<file path="src/rtl/llm_defines.vh">
`ifndef LLM_DEFINES_VH
`define LLM_DEFINES_VH
// Thermal defaults, degrees C, 8-bit signed-free code
`define OT_TRIP_DEFAULT     8'h7D
`define OT_HYST             8'h19
// Thermal response encodings
`define OT_RESP_IGNORE      2'h0
`define OT_RESP_RESTART     2'h1
`define OT_RESP_LATCH       2'h2
`define OT_RESP_DEFAULT     2'h1
// Light-load entry and exit counts
`define ZC_ENTRY_COUNT      4'h8
`define BELOW_EXIT_COUNT    2'h3
// 95 percent of reference: ref*243/256
`define UV95_NUM            8'hF3
// Power states
`define PS_0                3'h0
`define PS_1                3'h1
`define PS_2                3'h2
`define PS_4                3'h4
// Settling of error amplifier sample after ramp end, cycles
`define CAL_DELAY_NS        2000
`define CLK_PERIOD_NS       20
`define CAL_DELAY_CYC       ((`CAL_DELAY_NS + `CLK_PERIOD_NS - 1) / `CLK_PERIOD_NS)
`endif

</file>
<file path="src/rtl/vsense_compare.v">
`timescale 1ns/1ps
`include "llm_defines.vh"
module vsense_compare #(
    parameter W = 16
) (
    input  wire         clk,
    input  wire         rst_n,
    input  wire [W-1:0] sense_code,
    input  wire [W-1:0] ov_warn_limit,
    input  wire [W-1:0] uv_fault_limit,
    input  wire [W-1:0] uv_warn_limit,
    output reg  [W-1:0] vout_q,
    output reg          ov_warn_q,
    output reg          uv_fault_q,
    output reg          uv_warn_q
);
    // Sense code is in 1/256 V units; reported unchanged
    always @(posedge clk or negedge rst_n) begin
        if (!rst_n) begin
            vout_q     <= {W{1'b0}};
            ov_warn_q  <= 1'b0;
            uv_fault_q <= 1'b0;
            uv_warn_q  <= 1'b0;
        end else begin
            vout_q     <= sense_code;
            ov_warn_q  <= sense_code > ov_warn_limit;
            uv_fault_q <= sense_code < uv_fault_limit;
            uv_warn_q  <= sense_code < uv_warn_limit;
        end
    end
endmodule // vsense_compare

</file>
<file path="src/rtl/light_load_ctrl.v">
`timescale 1ns/1ps
`include "llm_defines.vh"
// Summary of operation
// - Default thermal trip level is 125 degrees.
// - Default response: over-trip drops conversion enable, both drives off.
// - Auto restart once temperature falls more than 25 degrees below trip.
// - Thermal response: ignore, inhibit with restart, or latched shutdown.
// - Trip level and response are overridable by configuration inputs.
// - Forced continuous bit 0 permits autonomous light-load operation.
// - Power-state mode: autonomous with bit clear, commanded with bit set.
// - With bit set, PS2-4 allow light load; PS0, PS1, raise disable.
// - After ramp end, error amp level sampled, stored, reproduced.
// - Enter light load after 8 consecutive cycles with zero crossing.
// - Light load: fixed pulse, low side to zero, both off to ref.
// - Leave light load when output falls to 95 percent of reference.
// - Leave light load after 3 zero crossings with sense at or below ref.
// - Pulse delayed until current decays when sense reaches ref early.
// - Light load blocked in transitions until ramp done and resampled.
// - Output voltage reported from sense input at 1/256 V.
// - Warnings and fault from digitised sense against thresholds.
module light_load_ctrl #(
    parameter VW          = 16,
    parameter CW          = 10,
    parameter ON_TIME_CYC = 8
) (
    input  wire          CLOCK,
    input  wire          RSTN,
    input  wire          ENABLE,
    input  wire [7:0]    DIE_TEMP,
    input  wire          OT_LIMIT_OVERRIDE,
    input  wire [7:0]    OT_LIMIT,
    input  wire          OT_RESPONSE_OVERRIDE,
    input  wire [1:0]    OT_RESPONSE,
    input  wire          OT_LATCH_CLEAR,
    input  wire          FORCED_CONTINUOUS,
    input  wire          POWER_STATE_MODE,
    input  wire          POWER_STATE_CMD,
    input  wire [2:0]    POWER_STATE_CMD_VALUE,
    input  wire          VOLTAGE_RAISE_CMD,
    input  wire          POWER_STATE_OVERRIDE_ENABLE,
    input  wire [2:0]    POWER_STATE_OVERRIDE_VALUE,
    input  wire          REF_RAMPING,
    input  wire [CW-1:0] ERROR_AMP_CODE,
    input  wire          CYCLE_START,
    input  wire          ZERO_CROSS,
    input  wire          PWM_HIGH,
    input  wire          PWM_LOW,
    input  wire [VW-1:0] SENSE_CODE,
    input  wire [VW-1:0] REF_CODE,
    input  wire [VW-1:0] OV_WARN_LIMIT,
    input  wire [VW-1:0] UV_FAULT_LIMIT,
    input  wire [VW-1:0] UV_WARN_LIMIT,
    output reg           CONVERSION_ENABLE,
    output reg           OT_FAULT,
    output reg           HIGH_SIDE_DRIVE,
    output reg           LOW_SIDE_DRIVE,
    output reg           ADAPTIVE_ON_TIME_MODE,
    output reg  [CW-1:0] CAL_LEVEL,
    output wire [VW-1:0] VOUT_READ,
    output wire          OV_WARN,
    output wire          UV_FAULT,
    output wire          UV_WARN
);
    ////////////////////////////////////////////////////////////////////////
    // Thermal fault
    wire [7:0] trip = OT_LIMIT_OVERRIDE ? OT_LIMIT : `OT_TRIP_DEFAULT;
    wire [1:0] resp = OT_RESPONSE_OVERRIDE ? OT_RESPONSE
                                           : `OT_RESP_DEFAULT;
    wire [7:0] restart_lvl = (trip > `OT_HYST) ? (trip - `OT_HYST) : 8'h00;
    reg        hot_q;
    reg        ot_latch_q;
    reg        ot_inhibit;

    always @(posedge CLOCK or negedge RSTN) begin
        if (!RSTN) begin
            hot_q      <= 1'b0;
            ot_latch_q <= 1'b0;
        end else begin
            if (DIE_TEMP > trip)
                hot_q <= 1'b1;
            else if (DIE_TEMP < restart_lvl)
                hot_q <= 1'b0;
            // Set wins over a clear in the same cycle
            if (resp == `OT_RESP_LATCH && DIE_TEMP > trip)
                ot_latch_q <= 1'b1;
            else if (OT_LATCH_CLEAR || !ENABLE)
                ot_latch_q <= 1'b0;
        end
    end

    always @* begin
        case (resp)
            `OT_RESP_IGNORE:  ot_inhibit = ot_latch_q;
            `OT_RESP_RESTART: ot_inhibit = hot_q | ot_latch_q;
            default:          ot_inhibit = ot_latch_q;
        endcase
    end

    ////////////////////////////////////////////////////////////////////////
    // Light-load permission
    reg ps_allow_q;

    always @(posedge CLOCK or negedge RSTN) begin
        if (!RSTN) begin
            ps_allow_q <= 1'b0;
        end else if (VOLTAGE_RAISE_CMD) begin
            ps_allow_q <= 1'b0;
        end else if (POWER_STATE_CMD) begin
            ps_allow_q <= (POWER_STATE_CMD_VALUE >= `PS_2) &&
                          (POWER_STATE_CMD_VALUE <= `PS_4);
        end
    end

    reg permit;
    always @* begin
        if (POWER_STATE_MODE && POWER_STATE_OVERRIDE_ENABLE)
            // Override value stands in place of commanded state
            permit = FORCED_CONTINUOUS ?
                     (POWER_STATE_OVERRIDE_VALUE >= `PS_2 &&
                      POWER_STATE_OVERRIDE_VALUE <= `PS_4) : 1'b1;
        else if (POWER_STATE_MODE)
            permit = FORCED_CONTINUOUS ? ps_allow_q : 1'b1;
        else
            permit = !FORCED_CONTINUOUS;
    end

    ////////////////////////////////////////////////////////////////////////
    // Error amplifier calibration after each ramp
    localparam CALW = 8;
    localparam integer    CAL_CYC_N = `CAL_DELAY_CYC;
    localparam [CALW-1:0] CAL_CYC   = CAL_CYC_N[CALW-1:0];
    reg [CALW-1:0] cal_cnt_q;
    reg            cal_valid_q;

    always @(posedge CLOCK or negedge RSTN) begin
        if (!RSTN) begin
            cal_cnt_q   <= {CALW{1'b0}};
            cal_valid_q <= 1'b0;
            CAL_LEVEL   <= {CW{1'b0}};
        end else if (REF_RAMPING || !ENABLE) begin
            cal_cnt_q   <= {CALW{1'b0}};
            cal_valid_q <= 1'b0;
        end else if (!cal_valid_q) begin
            if (cal_cnt_q == CAL_CYC - 8'h01) begin
                CAL_LEVEL   <= ERROR_AMP_CODE;
                cal_valid_q <= 1'b1;
            end else begin
                cal_cnt_q <= cal_cnt_q + 8'h01;
            end
        end
    end

    wire ll_ok = permit && cal_valid_q && !REF_RAMPING && CONVERSION_ENABLE;

    ////////////////////////////////////////////////////////////////////////
    // Mode control
    localparam [3:0] S_PWM  = 4'h1;
    localparam [3:0] S_HIGH = 4'h2;
    localparam [3:0] S_LOW  = 4'h4;
    localparam [3:0] S_IDLE = 4'h8;

    reg [3:0] state_q;
    reg [3:0] zc_cnt_q;
    reg [1:0] below_cnt_q;
    reg [7:0] on_cnt_q;
    wire      zc_pend;
    wire      at_ref   = SENSE_CODE <= REF_CODE;
    wire [VW+7:0] ref95 = REF_CODE * `UV95_NUM;
    wire      below95  = {SENSE_CODE, 8'h00} <= ref95;
    reg       zc_seen_q;
    reg       zc_now_q;

    assign zc_pend = zc_seen_q | ZERO_CROSS;

    always @(posedge CLOCK or negedge RSTN) begin
        if (!RSTN) begin
            state_q     <= S_PWM;
            zc_cnt_q    <= 4'h0;
            below_cnt_q <= 2'h0;
            on_cnt_q    <= 8'h00;
            zc_seen_q   <= 1'b0;
            zc_now_q    <= 1'b0;
        end else begin
            zc_now_q <= 1'b0;
            case (state_q)
                S_PWM: begin
                    below_cnt_q <= 2'h0;
                    if (ZERO_CROSS)
                        zc_seen_q <= 1'b1;
                    if (!ll_ok) begin
                        // Crossings seen while refused must not count later
                        zc_cnt_q  <= 4'h0;
                        zc_seen_q <= 1'b0;
                    end else if (CYCLE_START) begin
                        zc_seen_q <= ZERO_CROSS;
                        if (!zc_seen_q) begin
                            zc_cnt_q <= 4'h0;
                        end else if (zc_cnt_q == `ZC_ENTRY_COUNT - 4'h1) begin
                            zc_cnt_q <= 4'h0;
                            state_q  <= S_IDLE;
                        end else begin
                            zc_cnt_q <= zc_cnt_q + 4'h1;
                        end
                    end
                end
                S_HIGH: begin
                    // Constant width pulse
                    if (on_cnt_q == ON_TIME_CYC[7:0] - 8'h01) begin
                        on_cnt_q <= 8'h00;
                        state_q  <= S_LOW;
                    end else begin
                        on_cnt_q <= on_cnt_q + 8'h01;
                    end
                end
                S_LOW: begin
                    if (ZERO_CROSS) begin
                        state_q  <= S_IDLE;
                        zc_now_q <= 1'b1;
                    end
                end
                S_IDLE: begin
                    if (zc_now_q) begin
                        if (at_ref) begin
                            if (below_cnt_q == `BELOW_EXIT_COUNT - 2'h1)
                                state_q <= S_PWM;
                            below_cnt_q <= below_cnt_q + 2'h1;
                        end else begin
                            below_cnt_q <= 2'h0;
                        end
                    end
                    // Idle means current already at zero
                    if (at_ref && !ZERO_CROSS && !zc_now_q)
                        state_q <= S_HIGH;
                end
                default: state_q <= S_PWM;
            endcase
            if (state_q != S_PWM && (below95 || !ll_ok)) begin
                state_q   <= S_PWM;
                zc_seen_q <= 1'b0;
            end
        end
    end

    ////////////////////////////////////////////////////////////////////////
    // Drive outputs
    always @(posedge CLOCK or negedge RSTN) begin
        if (!RSTN) begin
            CONVERSION_ENABLE     <= 1'b0;
            OT_FAULT              <= 1'b0;
            HIGH_SIDE_DRIVE       <= 1'b0;
            LOW_SIDE_DRIVE        <= 1'b0;
            ADAPTIVE_ON_TIME_MODE <= 1'b0;
        end else begin
            CONVERSION_ENABLE     <= ENABLE && !ot_inhibit;
            OT_FAULT              <= hot_q | ot_latch_q;
            ADAPTIVE_ON_TIME_MODE <= state_q != S_PWM;
            if (!(ENABLE && !ot_inhibit)) begin
                HIGH_SIDE_DRIVE <= 1'b0;
                LOW_SIDE_DRIVE  <= 1'b0;
            end else if (state_q == S_PWM) begin
                HIGH_SIDE_DRIVE <= PWM_HIGH;
                LOW_SIDE_DRIVE  <= PWM_LOW && !PWM_HIGH;
            end else begin
                HIGH_SIDE_DRIVE <= state_q == S_HIGH;
                LOW_SIDE_DRIVE  <= state_q == S_LOW;
            end
        end
    end

    ////////////////////////////////////////////////////////////////////////
    vsense_compare #(
        .W (VW)
    ) u_cmp (
        .clk            (CLOCK),
        .rst_n          (RSTN),
        .sense_code     (SENSE_CODE),
        .ov_warn_limit  (OV_WARN_LIMIT),
        .uv_fault_limit (UV_FAULT_LIMIT),
        .uv_warn_limit  (UV_WARN_LIMIT),
        .vout_q         (VOUT_READ),
        .ov_warn_q      (OV_WARN),
        .uv_fault_q     (UV_FAULT),
        .uv_warn_q      (UV_WARN)
    );
endmodule // light_load_ctrl

</file>
<file path="config.mk">
export PLATFORM = sky130hd
export DESIGN_NAME = light_load_ctrl
export DESIGN_NICKNAME = d
export VERILOG_FILES = /design/src/rtl/vsense_compare.v /design/src/rtl/light_load_ctrl.v
export VERILOG_INCLUDE_DIRS = /design/src /design/src/rtl
export SDC_FILE = /design/constraint.sdc
export NUM_CORES = 1
export LEC_CHECK = 0
export ABC_AREA = 1
export BUFFER_PORTS_ARGS = -buffer_cell sky130_fd_sc_hd__buf_2
export CAP_MARGIN = 5
export CORE_UTILIZATION = 57
export DETAILED_ROUTE_END_ITERATION = 12
export PLACE_DENSITY = 0.88
export SLEW_MARGIN = 20
export SYNTH_ARGS = -nofsm -noshare
export SYNTH_HDL_FRONTEND = slang
export SYNTH_HIERARCHICAL = 1
export SYNTH_SLANG_ARGS = --single-unit
export TNS_END_PERCENT = 50
</file>
<file path="constraint.sdc">
create_clock -name CLOCK -period 3.9 [get_ports CLOCK]
set_input_delay 0.585 -clock CLOCK [delete_from_list [all_inputs] [get_ports CLOCK]]
set_output_delay 0.585 -clock CLOCK [all_outputs]
set_load 0.1 [all_outputs]
</file>
==> results by group, run 1 <==
Setup path
  – Worst EP arrival: 5.61 ns
  – Type of origin of the critical path: input port
  – Req. time, crit path: 4.17 ns
  – FF-to-FF Start: state_q[1]
  – Flop2flop setup slack: 1.99 ns
  – Most used cell, CP: nand2_1
  – Critical path class: input port to flop
  – Worst Path Buf+Inv: 7
  – CP Max Fanout: 5
  – Crit-path slowest cell: fa_1
  – Crit end category: flop
  – Crit path max-delay family: adder cells
  – Reg2reg end: state_q[3]
  – Depth of the worst register-to-register path: 10
  – CP max stage delay: 0.54 ns

Clock tree
  – Hold buffers post-CTS: 0
  – Worst-path clk slew: 0.05 ns
  – CTS Buf Count: 9
  – CTS max path bufs: 2
  – TritonCTS clock tree: yes
  – Root Driver: clkbuf_16
  – Clock Latency Late Sink: 0.33 ns
  – H-tree Lvls: 3
  – CTS Sinks: 66

STA
  – Final WS setup: -1.437 ns
  – RSZ-0062 raised after global routing: yes
  – Final setup viols: 5
  – Final Hold Fails: 0
  – Setup_tns: -6.909 ns
  – Skew final: 0.006680 ns
  – Slew Limit Fails: 0
  – Max-Slew Margin vs Limit: 36.69%
  – Tcrit/Tclk final: 136.8%
  – Measured slew at the worst slew-check pin: 0.9497 ns
  – Max frequency: 0.1874 GHz
  – Post-route minimum period: 5.337 ns

Outcome
  – Failing checks: negative setup slack
  – Status: finished with violations

Layout
  – Filler instances: 912
  – FF+latch area: 0.001653 mm²
  – Multi-input gate area: 0.006012 mm²
  – Share of layout cells above drive strength 1: 29.96%
  – Layout Area Growth over Synthesis: 30.80%
  – Final nets: 1648

Die
  – Core area: 0.01399 mm²
  – I/O pin total: 164
  – Initial Util: 58.80%
  – Chip height: 122.1 µm
  – Cell Rows: 43
  – Die width: 122.1 µm
  – DIE AREA: 0.01491 mm²

Routing
  – Routed wire length: 23450 µm
  – Pre-antenna DRT Iters: 6
  – WL/cell: 15.67 µm
  – Starting DRT DRC Count: 440
  – Number of remaining DRC errors: 0
  – Vias/cell: 5.449
  – Post-DRT Antenna Nets: 0
  – Via count: 8152

GRT
  – Initial antenna violation count: 1
  – First-pass GRT wire length: 35670 µm
  – All-layer global routing usage: 30.50%
  – GR Layer Usage met1: 33.69%
  – Grt total ovfl: 0
  – Met3 usage in global routing: 2.575%
  – Largest net degree at the start of global routing: 44
  – Busiest grt layer: met2
  – Met2 usage: 58.44%
  – Vias in the first global route: 8060

Power
  – Switching Share: 47.55%
  – Leakage: 6.120 nW
  – Pwr Total: 6.804 mW
  – Clock share of power: 12.7%
  – Worst vdd ir: 518.3 µV
  – P_int: 3.569 mW
  – Sequential power share: 11.2%
  – Sw Pwr: 3.235 mW
  – Pwr/cell area: 632.4 mW/mm²
  – Logic pwr share: 76.1%

Logic synthesis
  – Number of synthesized flops with an enable pin: 0
  – Syn_nets: 1372
  – Most frequent cell after synthesis: inv_1
  – Synthesized area: 0.008225 mm²
  – Post-synth top flop: dfrtp_1
  – Post-synthesis register bit count: 66
  – Register area share after synthesis: 20.09%
  – Asr flop ratio synth: 100.0%
  – Cell count after synthesis: 1034
  – Synth unique cells: 49
  – Syn_area_per_cell: 7.955 µm²
  – Yosys top cell area share: 23.73%
  – Synthesis warning total: 6
  – Largest area contributor in the netlist: ha_1
  – Synth top cells by count: 236 x inv_1, 197 x nand2_1, 156 x ha_1, 65 x dfrtp_1, 64 x nor2_1
  – Synth top area cells: ha_1 24%, dfrtp_1 20%, fa_1 13%

Placed design
  – GPL Wtd Cong: 0.9513
  – Final HPWL DP: 17270 µm
  – IO Port Bufs: 163

Flow run
  – Max-cap violations: 0

Hold path
  – Hold Path Class: input port to async pin
## cells by family after synthesis
kind of cell	Yosys count	synth area share (%)
buffers and inverters	245	11.23
and+or+nand+nor	355	19.32
adders and majority gates	208	36.39
AOI/OAI and AO/OA	125	8.944
xor gates and xnor gates	25	2.662
muxes	10	1.369
DFF	66	20.09
## area by class of cell
type | instances | area share, %
diodes | 1 | 0.02326
clock buffers | 15 | 2.768
clock inverters | 1 | 0.2791
inverters | 245 | 8.699
multi-input cells | 723 | 55.88
flip-flops and latches | 66 | 15.36
well taps | 180 | 2.093
repair buffers | 265 | 14.90
## cells in the final DEF, fill, tap and decap left out, drive strengths merged, types with 2 or more instances in the layout
cell type,instances
nand2,202
clkinvlp,2
xnor2,9
o21bai,2
nand3,40
a21o,2
o2111ai,2
a211oi,3
clkbuf,15
o211ai,3
xor2,16
nand4,17
mux2,10
a21boi,2
fa,52
o21a,2
o21ai,35
dfrtp,65
a21oi,67
clkinv,2
nor2,70
nor3,18
nand3b,2
inv,241
buf,265
nor4,2
or2,3
ha,156
## power by group through the flow
stage	registers [mW]	logic, mW	clock network [mW]
2_1_floorplan	0.933	2.60	0
3_3_place_gp	0.767	4.00	0
3_5_place_dp	0.768	4.19	0
4_1_cts	0.760	4.61	0.867
5_1_grt	0.763	5.62	0.896
6_report	0.760	5.18	0.865
## through the flow
step	setup slack, ns	util (%)	cells	instance area, µm²	hold slack, ns
6_report	-1.437	76.91	1496	10760	0.4021
5_1_grt	-1.744	76.91	1496	10760	0.4138
4_1_cts	-1.237	75.93	1490	10620	0.4026
3_5_place_dp	-1.945	71.83	1466	10050	0.4529
3_3_place_gp	-1.859	71.83	1466	10050	0.4504
2_1_floorplan	-1.246	-	1034	8339	0.2894
## sequential cells by signal, summed over array words and instances, names as in the netlist, 2 cells and up
register	flops
CAL_LEVEL	10
below_cnt_q	2
zc_cnt_q	4
cal_cnt_q	8
u_cmp/vout_q	16
on_cnt_q	8
state_q	4
## worst register-to-register path, stage by stage, from the launching register on
cell and delay (ns):
dfrtp_1 0.42, nor2_1 0.21, inv_1 0.09, nor3_1 0.25
inv_1 0.18, o21ai_0 0.28, nor2_2 0.09, nand2_1 0.09
nand2_1 0.07, nand2_1 0.07, nand2_1 0.05
## how the worst max path moves through the flow
stage                startpoint         end  slack [ns]  depth (start not counted)
finish              REF_CODE[2]  state_q[3]       -1.44                         29
global route        REF_CODE[3]  state_q[3]       -1.74                         29
CTS                 REF_CODE[4]  state_q[3]       -1.24                         33
detailed placement  REF_CODE[6]  state_q[1]       -1.94                         24
global placement    REF_CODE[7]  state_q[1]       -1.86                         24
floorplan           REF_CODE[3]  state_q[3]       -1.25                         30
## repair_timing
item                       in CTS  in global routing
buffers inserted                8                  5
setup endpoints to repair       5                  5
resized for setup              45                 25
pin swaps                      41                 11
## metal layers
layer  routed length [µm]  up-vias
met5                    0        -
met4                 1244        0
met3                 1370      114
met2                12150      365
met1                 8678     3827
li1                     -     3846
No activity file was read; power rests on OpenSTA's default activity.
==> inputs of run 2 (changes only) <==
- CELL_PAD_IN_SITES_DETAIL_PLACEMENT: default -> 1
- CELL_PAD_IN_SITES_GLOBAL_PLACEMENT: default -> 1
- CORE_UTILIZATION: 57 -> 45
- PLACE_DENSITY: 0.88 -> 0.94
==> run 2 against run 1 <==
The flow still finishes with violations (negative setup slack). Final cell count increased by 4.1%. Routed wire length is 65% higher. Via count rose by 15%. Global-route usage grew 6.1 points. Total power rose by 22%. Flip-flop and latch count did not move. Die area is 26% higher. Register-to-register slack worse by 0.23 ns. Worst hold slack worse by 0.075 ns. Sequential power rose by 0.8%. Final area is 2.9% higher. Combinational power increased by 29%. Highest routed layer unchanged.
==> results by group, run 2 (same netlist as run 1, synthesis figures left out) <==
Outcome
  – Status: finished with violations
  – Failing checks: negative setup slack

Layout
  – Final Cell Area: 0.01107 mm² (+2.9%)
  – Final Non-Filler Cells: 1558 (+4.1%)
  – Filler instances: 2215 (+140%)
  – Most frequent cells in the layout: 214 x inv_1, 180 x nand2_1, 159 x buf_2, 146 x ha_1, 115 x buf_4
  – Layout Area Growth over Synthesis: 34.58%
  – Biggest regs: u_cmp/vout_q (16), CAL_LEVEL (10)
  – Diode count: 0 (-1)
  – Commonest non-fill, non-tap cell in the layout: inv_1
  – Max FFs per register: 16 (unchanged)
  – Share of layout cells above drive strength 1: 32.96% (+3.0 points)
  – Final nets: 1662 (+0.85%)
  – Top reg by flops: u_cmp/vout_q

Clock tree
  – CTS Sinks: 66 (unchanged)
  – Worst-path clk slew: 0.06 ns (about the same)
  – TritonCTS clock tree: yes
  – Clock Latency Late Sink: 0.34 ns (about the same)
  – CTS max path bufs: 2 (unchanged)
  – Root Driver: clkbuf_16
  – H-tree Lvls: 3 (unchanged)
  – CTS Buf Count: 9 (unchanged)

Placed design
  – IO Port Bufs: 163 (unchanged)
  – Dpl ws: -2.074 ns (-0.1297 ns)
  – Placed Instances: 1522 (+3.8%)
  – GPL Wtd Cong: 0.8614 (-9.5%)
  – Post-DP Area: 0.01017 mm² (+1.3%)
  – Final HPWL DP: 24330 µm (+41%)

Power
  – Leakage: 6.218 nW (+1.6%)
  – Worst vdd ir: 453.4 µV (-13%)
  – Pwr/cell area: 747.8 mW/mm² (+18%)

Die
  – Core area: 0.01796 mm² (+28%)
  – Initial Util: 45.79% (-13 points)
  – DIE AREA: 0.01882 mm² (+26%)
  – Chip height: 137.2 µm (+12%)
  – Die width: 137.2 µm (+12%)
  – I/O pin total: 164 (unchanged)
  – Cell Rows: 49 (+14%)

Setup path
  – Crit path max-delay family: adder cells
  – Most used cell, CP: fa_1
  – Worst Path Buf+Inv: 7 (unchanged)
  – CP Max Fanout: 7 (+2)
  – Crit-path slowest cell: fa_1
  – Worst EP arrival: 6.15 ns (+0.54 ns)
  – CP max stage delay: 0.53 ns (about the same)
  – Req. time, crit path: 4.09 ns (-0.08 ns)
  – Type of origin of the critical path: input port
  – Crit end category: flop
  – Critical path class: input port to flop

GRT
  – Grt total ovfl: 0 (unchanged)
  – Initial antenna violation count: 0 (-1)
  – Vias in the first global route: 10161 (+26%)
  – Largest net degree at the start of global routing: 32 (-27%)
  – First-pass GRT wire length: 51850 µm (+45%)
  – All-layer global routing usage: 36.57% (+6.1 points)

STA
  – Final Hold Slack: 0.3275 ns (-0.07460 ns)
  – Measured slew at the worst slew-check pin: 0.7823 ns (-0.1674 ns)
  – Slew Limit Fails: 0 (unchanged)
  – Post-route minimum period: 5.955 ns (+0.6176 ns)
  – Final WS setup: -2.055 ns (-0.6176 ns)
  – Final setup viols: 5 (unchanged)
  – Setup_tns: -10.06 ns (-3.147 ns)
  – Skew final: 0.009204 ns (+0.002524 ns)
  – RSZ-0062 raised after global routing: yes
  – Tcrit/Tclk final: 152.7% (+16 points)
  – Max frequency: 0.1679 GHz (-10%)
  – Max-Slew Margin vs Limit: 47.85% (+11 points)
  – Final Hold Fails: 0 (unchanged)

Routing
  – Routed wire length: 38760 µm (+65%)
  – Post-DRT Antenna Nets: 0 (unchanged)
  – Pre-antenna DRT Iters: 7 (+1)
  – Via count: 9357 (+15%)
  – Number of remaining DRC errors: 0 (unchanged)
  – WL/cell: 24.88 µm (+59%)
  – Starting DRT DRC Count: 581 (+32%)
  – Vias/cell: 6.006 (+10%)

Hold path
  – Hold Path Class: input port to async pin

Flow run
  – Max-cap violations: 0 (unchanged)
[run 2: cell count changes in the layout (fill, tap and decap cells not counted), sizes merged]
cell,delta
buf,+14
clkbuf,-1
clkinv,+1
clkinvlp,-1
diode,-1
inv,+1
[run 2: power by group]
part | switching [mW] | internal, mW
logic | 3.96 | 2.71
registers | 0.0333 | 0.733
clock network | 0.314 | 0.530
[run 2: path summary, 6_finish.rpt]
| check | startpoint | end | slack (ns) | cells after the start |
|---|---|---|---|---|
| worst max-delay path | REF_CODE[3] | zc_seen_q | -2.05 | 26 |
| worst min-delay path | RSTN | OT_FAULT | 0.33 | 1 |
| worst max register to register | state_q[1] | state_q[3] | 1.76 | 10 |
| worst min register to register | ot_latch_q | OT_FAULT | 0.47 | 1 |
| max in group asynchronous | RSTN | state_q[0] | 2.64 | 2 |
| min in group CLOCK | VOLTAGE_RAISE_CMD | ps_allow_q | 0.40 | 2 |
[run 2: cell type report]
class / instances / area, µm² / share of cell area, %
clock buffer: 14 / 264.0 / 2.385
tap: 229 / 286.5 / 2.588
multi-input combinational: 723 / 6153 / 55.59
timing repair buffer: 279 / 1740 / 15.72
inverter: 245 / 937.1 / 8.466
clock inverter: 2 / 35.03 / 0.3165
sequential: 66 / 1653 / 14.93
[run 2: metrics by stage]
step	total power, mW	utilization [%]
4_1_cts	6.801	59.88
5_1_grt	8.624	61.62
3_3_place_gp	4.952	56.64
2_1_floorplan	3.529	-
6_report	8.278	61.62
3_5_place_dp	5.448	56.64
[run 2: routing by layer]
layer  GRT usage (%)  wire [µm]  up-vias
li1                -          -     3874
met1           36.28      13290     4578
met2           69.25      19460      595
met3           6.328       2457      310
met4           24.48       3555        0
met5               0          0        -
[run 2: what timing repair did]
| action | in CTS | in global routing |
|---|---|---|
| resized for setup | 55 | 61 |
| hold buffers | 0 | 0 |
| endpoints found under the setup margin | 5 | 5 |
| pin swaps | 41 | 57 |
| buffers inserted | 6 | 14 |
==> inputs of run 3 (changes only) <==
--- a/config.mk
+++ b/config.mk
@@ -15,2 +15,3 @@
 export DETAILED_ROUTE_END_ITERATION = 12
+export GPL_TIMING_DRIVEN = 0
 export PLACE_DENSITY = 0.94
==> constraint.sdc (replaced) <==
create_clock -name CLOCK -period 3.9 [get_ports CLOCK]
set_input_delay 0.78 -clock CLOCK [delete_from_list [all_inputs] [get_ports CLOCK]]
set_output_delay 0.78 -clock CLOCK [all_outputs]
set_load 0.1 [all_outputs]
==> run 3 against run 2 <==
The flow still finishes with violations (negative setup slack). Clock skew up 0.0023 ns. Final cell count fell by 6.1%. First-iteration DRC count is 2.6% higher. Utilization decreased by 4.1 points. Global-route usage fell by 5.7 points. Via count decreased by 11%. Routed wire length decreased by 19%.
==> results by group, run 3 (same netlist as run 1, synthesis figures left out) <==
Routing
  – Met3 WL: 1624 µm (-34%)
  – Metal2 WL: 16420 µm (-16%)
  – DR top layer: met4
  – WL/cell: 21.53 µm (-13%)
  – Number of remaining DRC errors: 0 (unchanged)
  – Routed wire length: 31490 µm (-19%)
  – Post-DRT Antenna Nets: 0 (unchanged)
  – Via count: 8339 (-11%)
  – WL met1: 11560 µm (-13%)
  – Pre-antenna DRT Iters: 7 (unchanged)
  – Starting DRT DRC Count: 596 (+2.6%)
  – Vias/cell: 5.700 (-5.1%)

Die
  – Die width: 137.2 µm (unchanged)
  – I/O pin total: 164 (unchanged)
  – Cell Rows: 49 (unchanged)
  – Initial Util: 45.79% (unchanged)
  – DIE AREA: 0.01882 mm² (unchanged)
  – Chip height: 137.2 µm (unchanged)
  – Core area: 0.01796 mm² (unchanged)

STA
  – Slew Limit Fails: 0 (unchanged)
  – Post-route minimum period: 5.935 ns (-0.01992 ns)
  – Tcrit/Tclk final: 152.2% (-0.51 points)
  – Final Hold Fails: 0 (unchanged)
  – Max-Slew Margin vs Limit: 64.14% (+16 points)
  – Max frequency: 0.1685 GHz (+0.34%)
  – Setup_tns: -9.928 ns (+0.1278 ns)
  – Final WS setup: -2.035 ns (+0.01992 ns)
  – Measured slew at the worst slew-check pin: 0.5338 ns (-0.2485 ns)
  – Skew final: 0.01152 ns (+0.002315 ns)
  – Final setup viols: 5 (unchanged)
  – RSZ-0062 raised after global routing: yes

Setup path
  – Crit-path slowest cell: fa_1
  – Most used cell, CP: nand2_1
  – Worst EP arrival: 6.21 ns (+0.06 ns)
  – Critical path class: input port to flop
  – CP Max Fanout: 5 (-2)
  – Crit end category: flop
  – Worst Path Buf+Inv: 8 (+1)
  – Req. time, crit path: 4.18 ns (+0.09 ns)
  – Type of origin of the critical path: input port
  – Crit path max-delay family: adder cells
  – CP max stage delay: 0.54 ns (about the same)

Clock tree
  – Worst-path clk slew: 0.06 ns (about the same)
  – Root Driver: clkbuf_16
  – Clock Latency Late Sink: 0.35 ns (about the same)
  – CTS max path bufs: 2 (unchanged)
  – CTS Sinks: 66 (unchanged)
  – H-tree Lvls: 3 (unchanged)
  – Hold buffers post-CTS: 0 (unchanged)
  – TritonCTS clock tree: yes
  – CTS Buf Count: 9 (unchanged)

Power
  – Pwr/cell area: 662.7 mW/mm² (-11%)
  – Leakage: 5.756 nW (-7.4%)
  – Worst vdd ir: 374.5 µV (-17%)
  – Pwr Total: 6.842 mW (-17%)

Placed design
  – Dpl ws: -2.283 ns (-0.2089 ns)
  – GPL Wtd Cong: 0.9029 (+4.8%)
  – Final HPWL DP: 21260 µm (-13%)
  – Post-DP Area: 0.009464 mm² (-7.0%)
  – IO Port Bufs: 163 (unchanged)

Layout
  – Max FFs per register: 16 (unchanged)
  – Share of layout cells above drive strength 1: 26.70% (-6.3 points)
  – Most frequent cells in the layout: 221 x inv_1, 180 x nand2_1, 152 x buf_2, 147 x ha_1, 65 x dfrtp_1
  – Layout Area Growth over Synthesis: 25.52%
  – Final nets: 1566 (-5.8%)
  – Top reg by flops: u_cmp/vout_q
  – Final Cell Area: 0.01032 mm² (-6.7%)
  – Biggest regs: u_cmp/vout_q (16), CAL_LEVEL (10)
  – Commonest non-fill, non-tap cell in the layout: inv_1
  – Filler instances: 2205 (-0.45%)

Flow run
  – Max-cap violations: 0 (unchanged)

GRT
  – Largest net degree at the start of global routing: 37 (+16%)
  – First-pass GRT wire length: 44500 µm (-14%)
  – Initial antenna violation count: 2 (+2)
  – Grt total ovfl: 0 (unchanged)
  – All-layer global routing usage: 30.89% (-5.7 points)
  – Vias in the first global route: 9038 (-11%)

Hold path
  – Hold Path Class: input port to async pin

Outcome
  – Failing checks: negative setup slack
  – Status: finished with violations
## run 3: cell types whose count changed in the layout (fill, tap and decap cells not counted), moves of 2 or more
| cell | before | now |
|---|---|---|
| buf_2 | 159 | 152 |
| inv_2 | 23 | 16 |
| a21oi_4 | 8 | 6 |
| buf_4 | 115 | 25 |
| buf_6 | 1 | 4 |
| inv_1 | 214 | 221 |
| diode_2 | 0 | 2 |
## run 3: layer usage
layer | global-route usage [%] | up-vias
met3 | 4.525 | 159
met2 | 58.00 | 356
met1 | 33.13 | 4140
li1 | - | 3684
met5 | 0 | -
met4 | 16.54 | 0
## run 3: final cells by class
cell class              instances  area (µm²)  share of cell area (%)
multi-input cells             723        6095                   59.03
flip-flops and latches         66        1653                   16.01
repair buffers                183        1028                   9.961
inverters                     245       937.1                   9.077
well taps                     229       286.5                   2.775
clock buffers                  13       260.3                   2.521
clock inverters                 2       60.06                  0.5817
diodes                          2       5.005                 0.04847
## run 3: path summary, 6_finish.rpt
path                       cells past startpoint  slack, ns          from                 to
max                                           31      -2.03   REF_CODE[2]         state_q[2]
max reg2reg                                   10       1.80  cal_cnt_q[0]       cal_cnt_q[7]
min reg2reg                                    1       0.47    ot_latch_q           OT_FAULT
min in group CLOCK                             1       0.47    ot_latch_q           OT_FAULT
min                                            1       0.37          RSTN  CONVERSION_ENABLE
max in group asynchronous                      2       2.91          RSTN         state_q[0]
## run 3: timing repair
| item | in CTS | in global routing |
|---|---|---|
| endpoints found under the hold margin | 0 | 0 |
| pin swaps | 32 | 37 |
| resized for setup | 59 | 50 |
| endpoints found under the setup margin | 5 | 5 |
| setup buffers | 11 | 8 |
## run 3: through the flow
step	util, %	std cells	hold WS (ns)
final	57.48	1463	0.3701
after detailed placement	52.69	1427	0.4656
after global placement	52.56	1426	0.4471
after floorplan	-	1034	0.4396
after global routing	57.48	1463	0.4080
after CTS	56.00	1453	0.3854
## run 3: power breakdown
| group | internal (mW) | total (mW) | switching, mW |
|---|---|---|---|
| Clock | 0.592 | 0.921 | 0.329 |
| Combinational | 1.95 | 5.16 | 3.20 |
| Sequential | 0.733 | 0.765 | 0.0316 |
| Total | 3.28 | 6.84 | 3.57 |
## run 3: worst register-to-register path: stages, from the launching register on
cell and delay, ns:
dfrtp_1 0.42, ha_1 0.28, nand3_1 0.13, nor2_2 0.07, o21ai_4 0.24, inv_2 0.10
nor3_2 0.24, nand2_1 0.17, o21ai_1 0.17, nand2_1 0.07, nor2_1 0.12
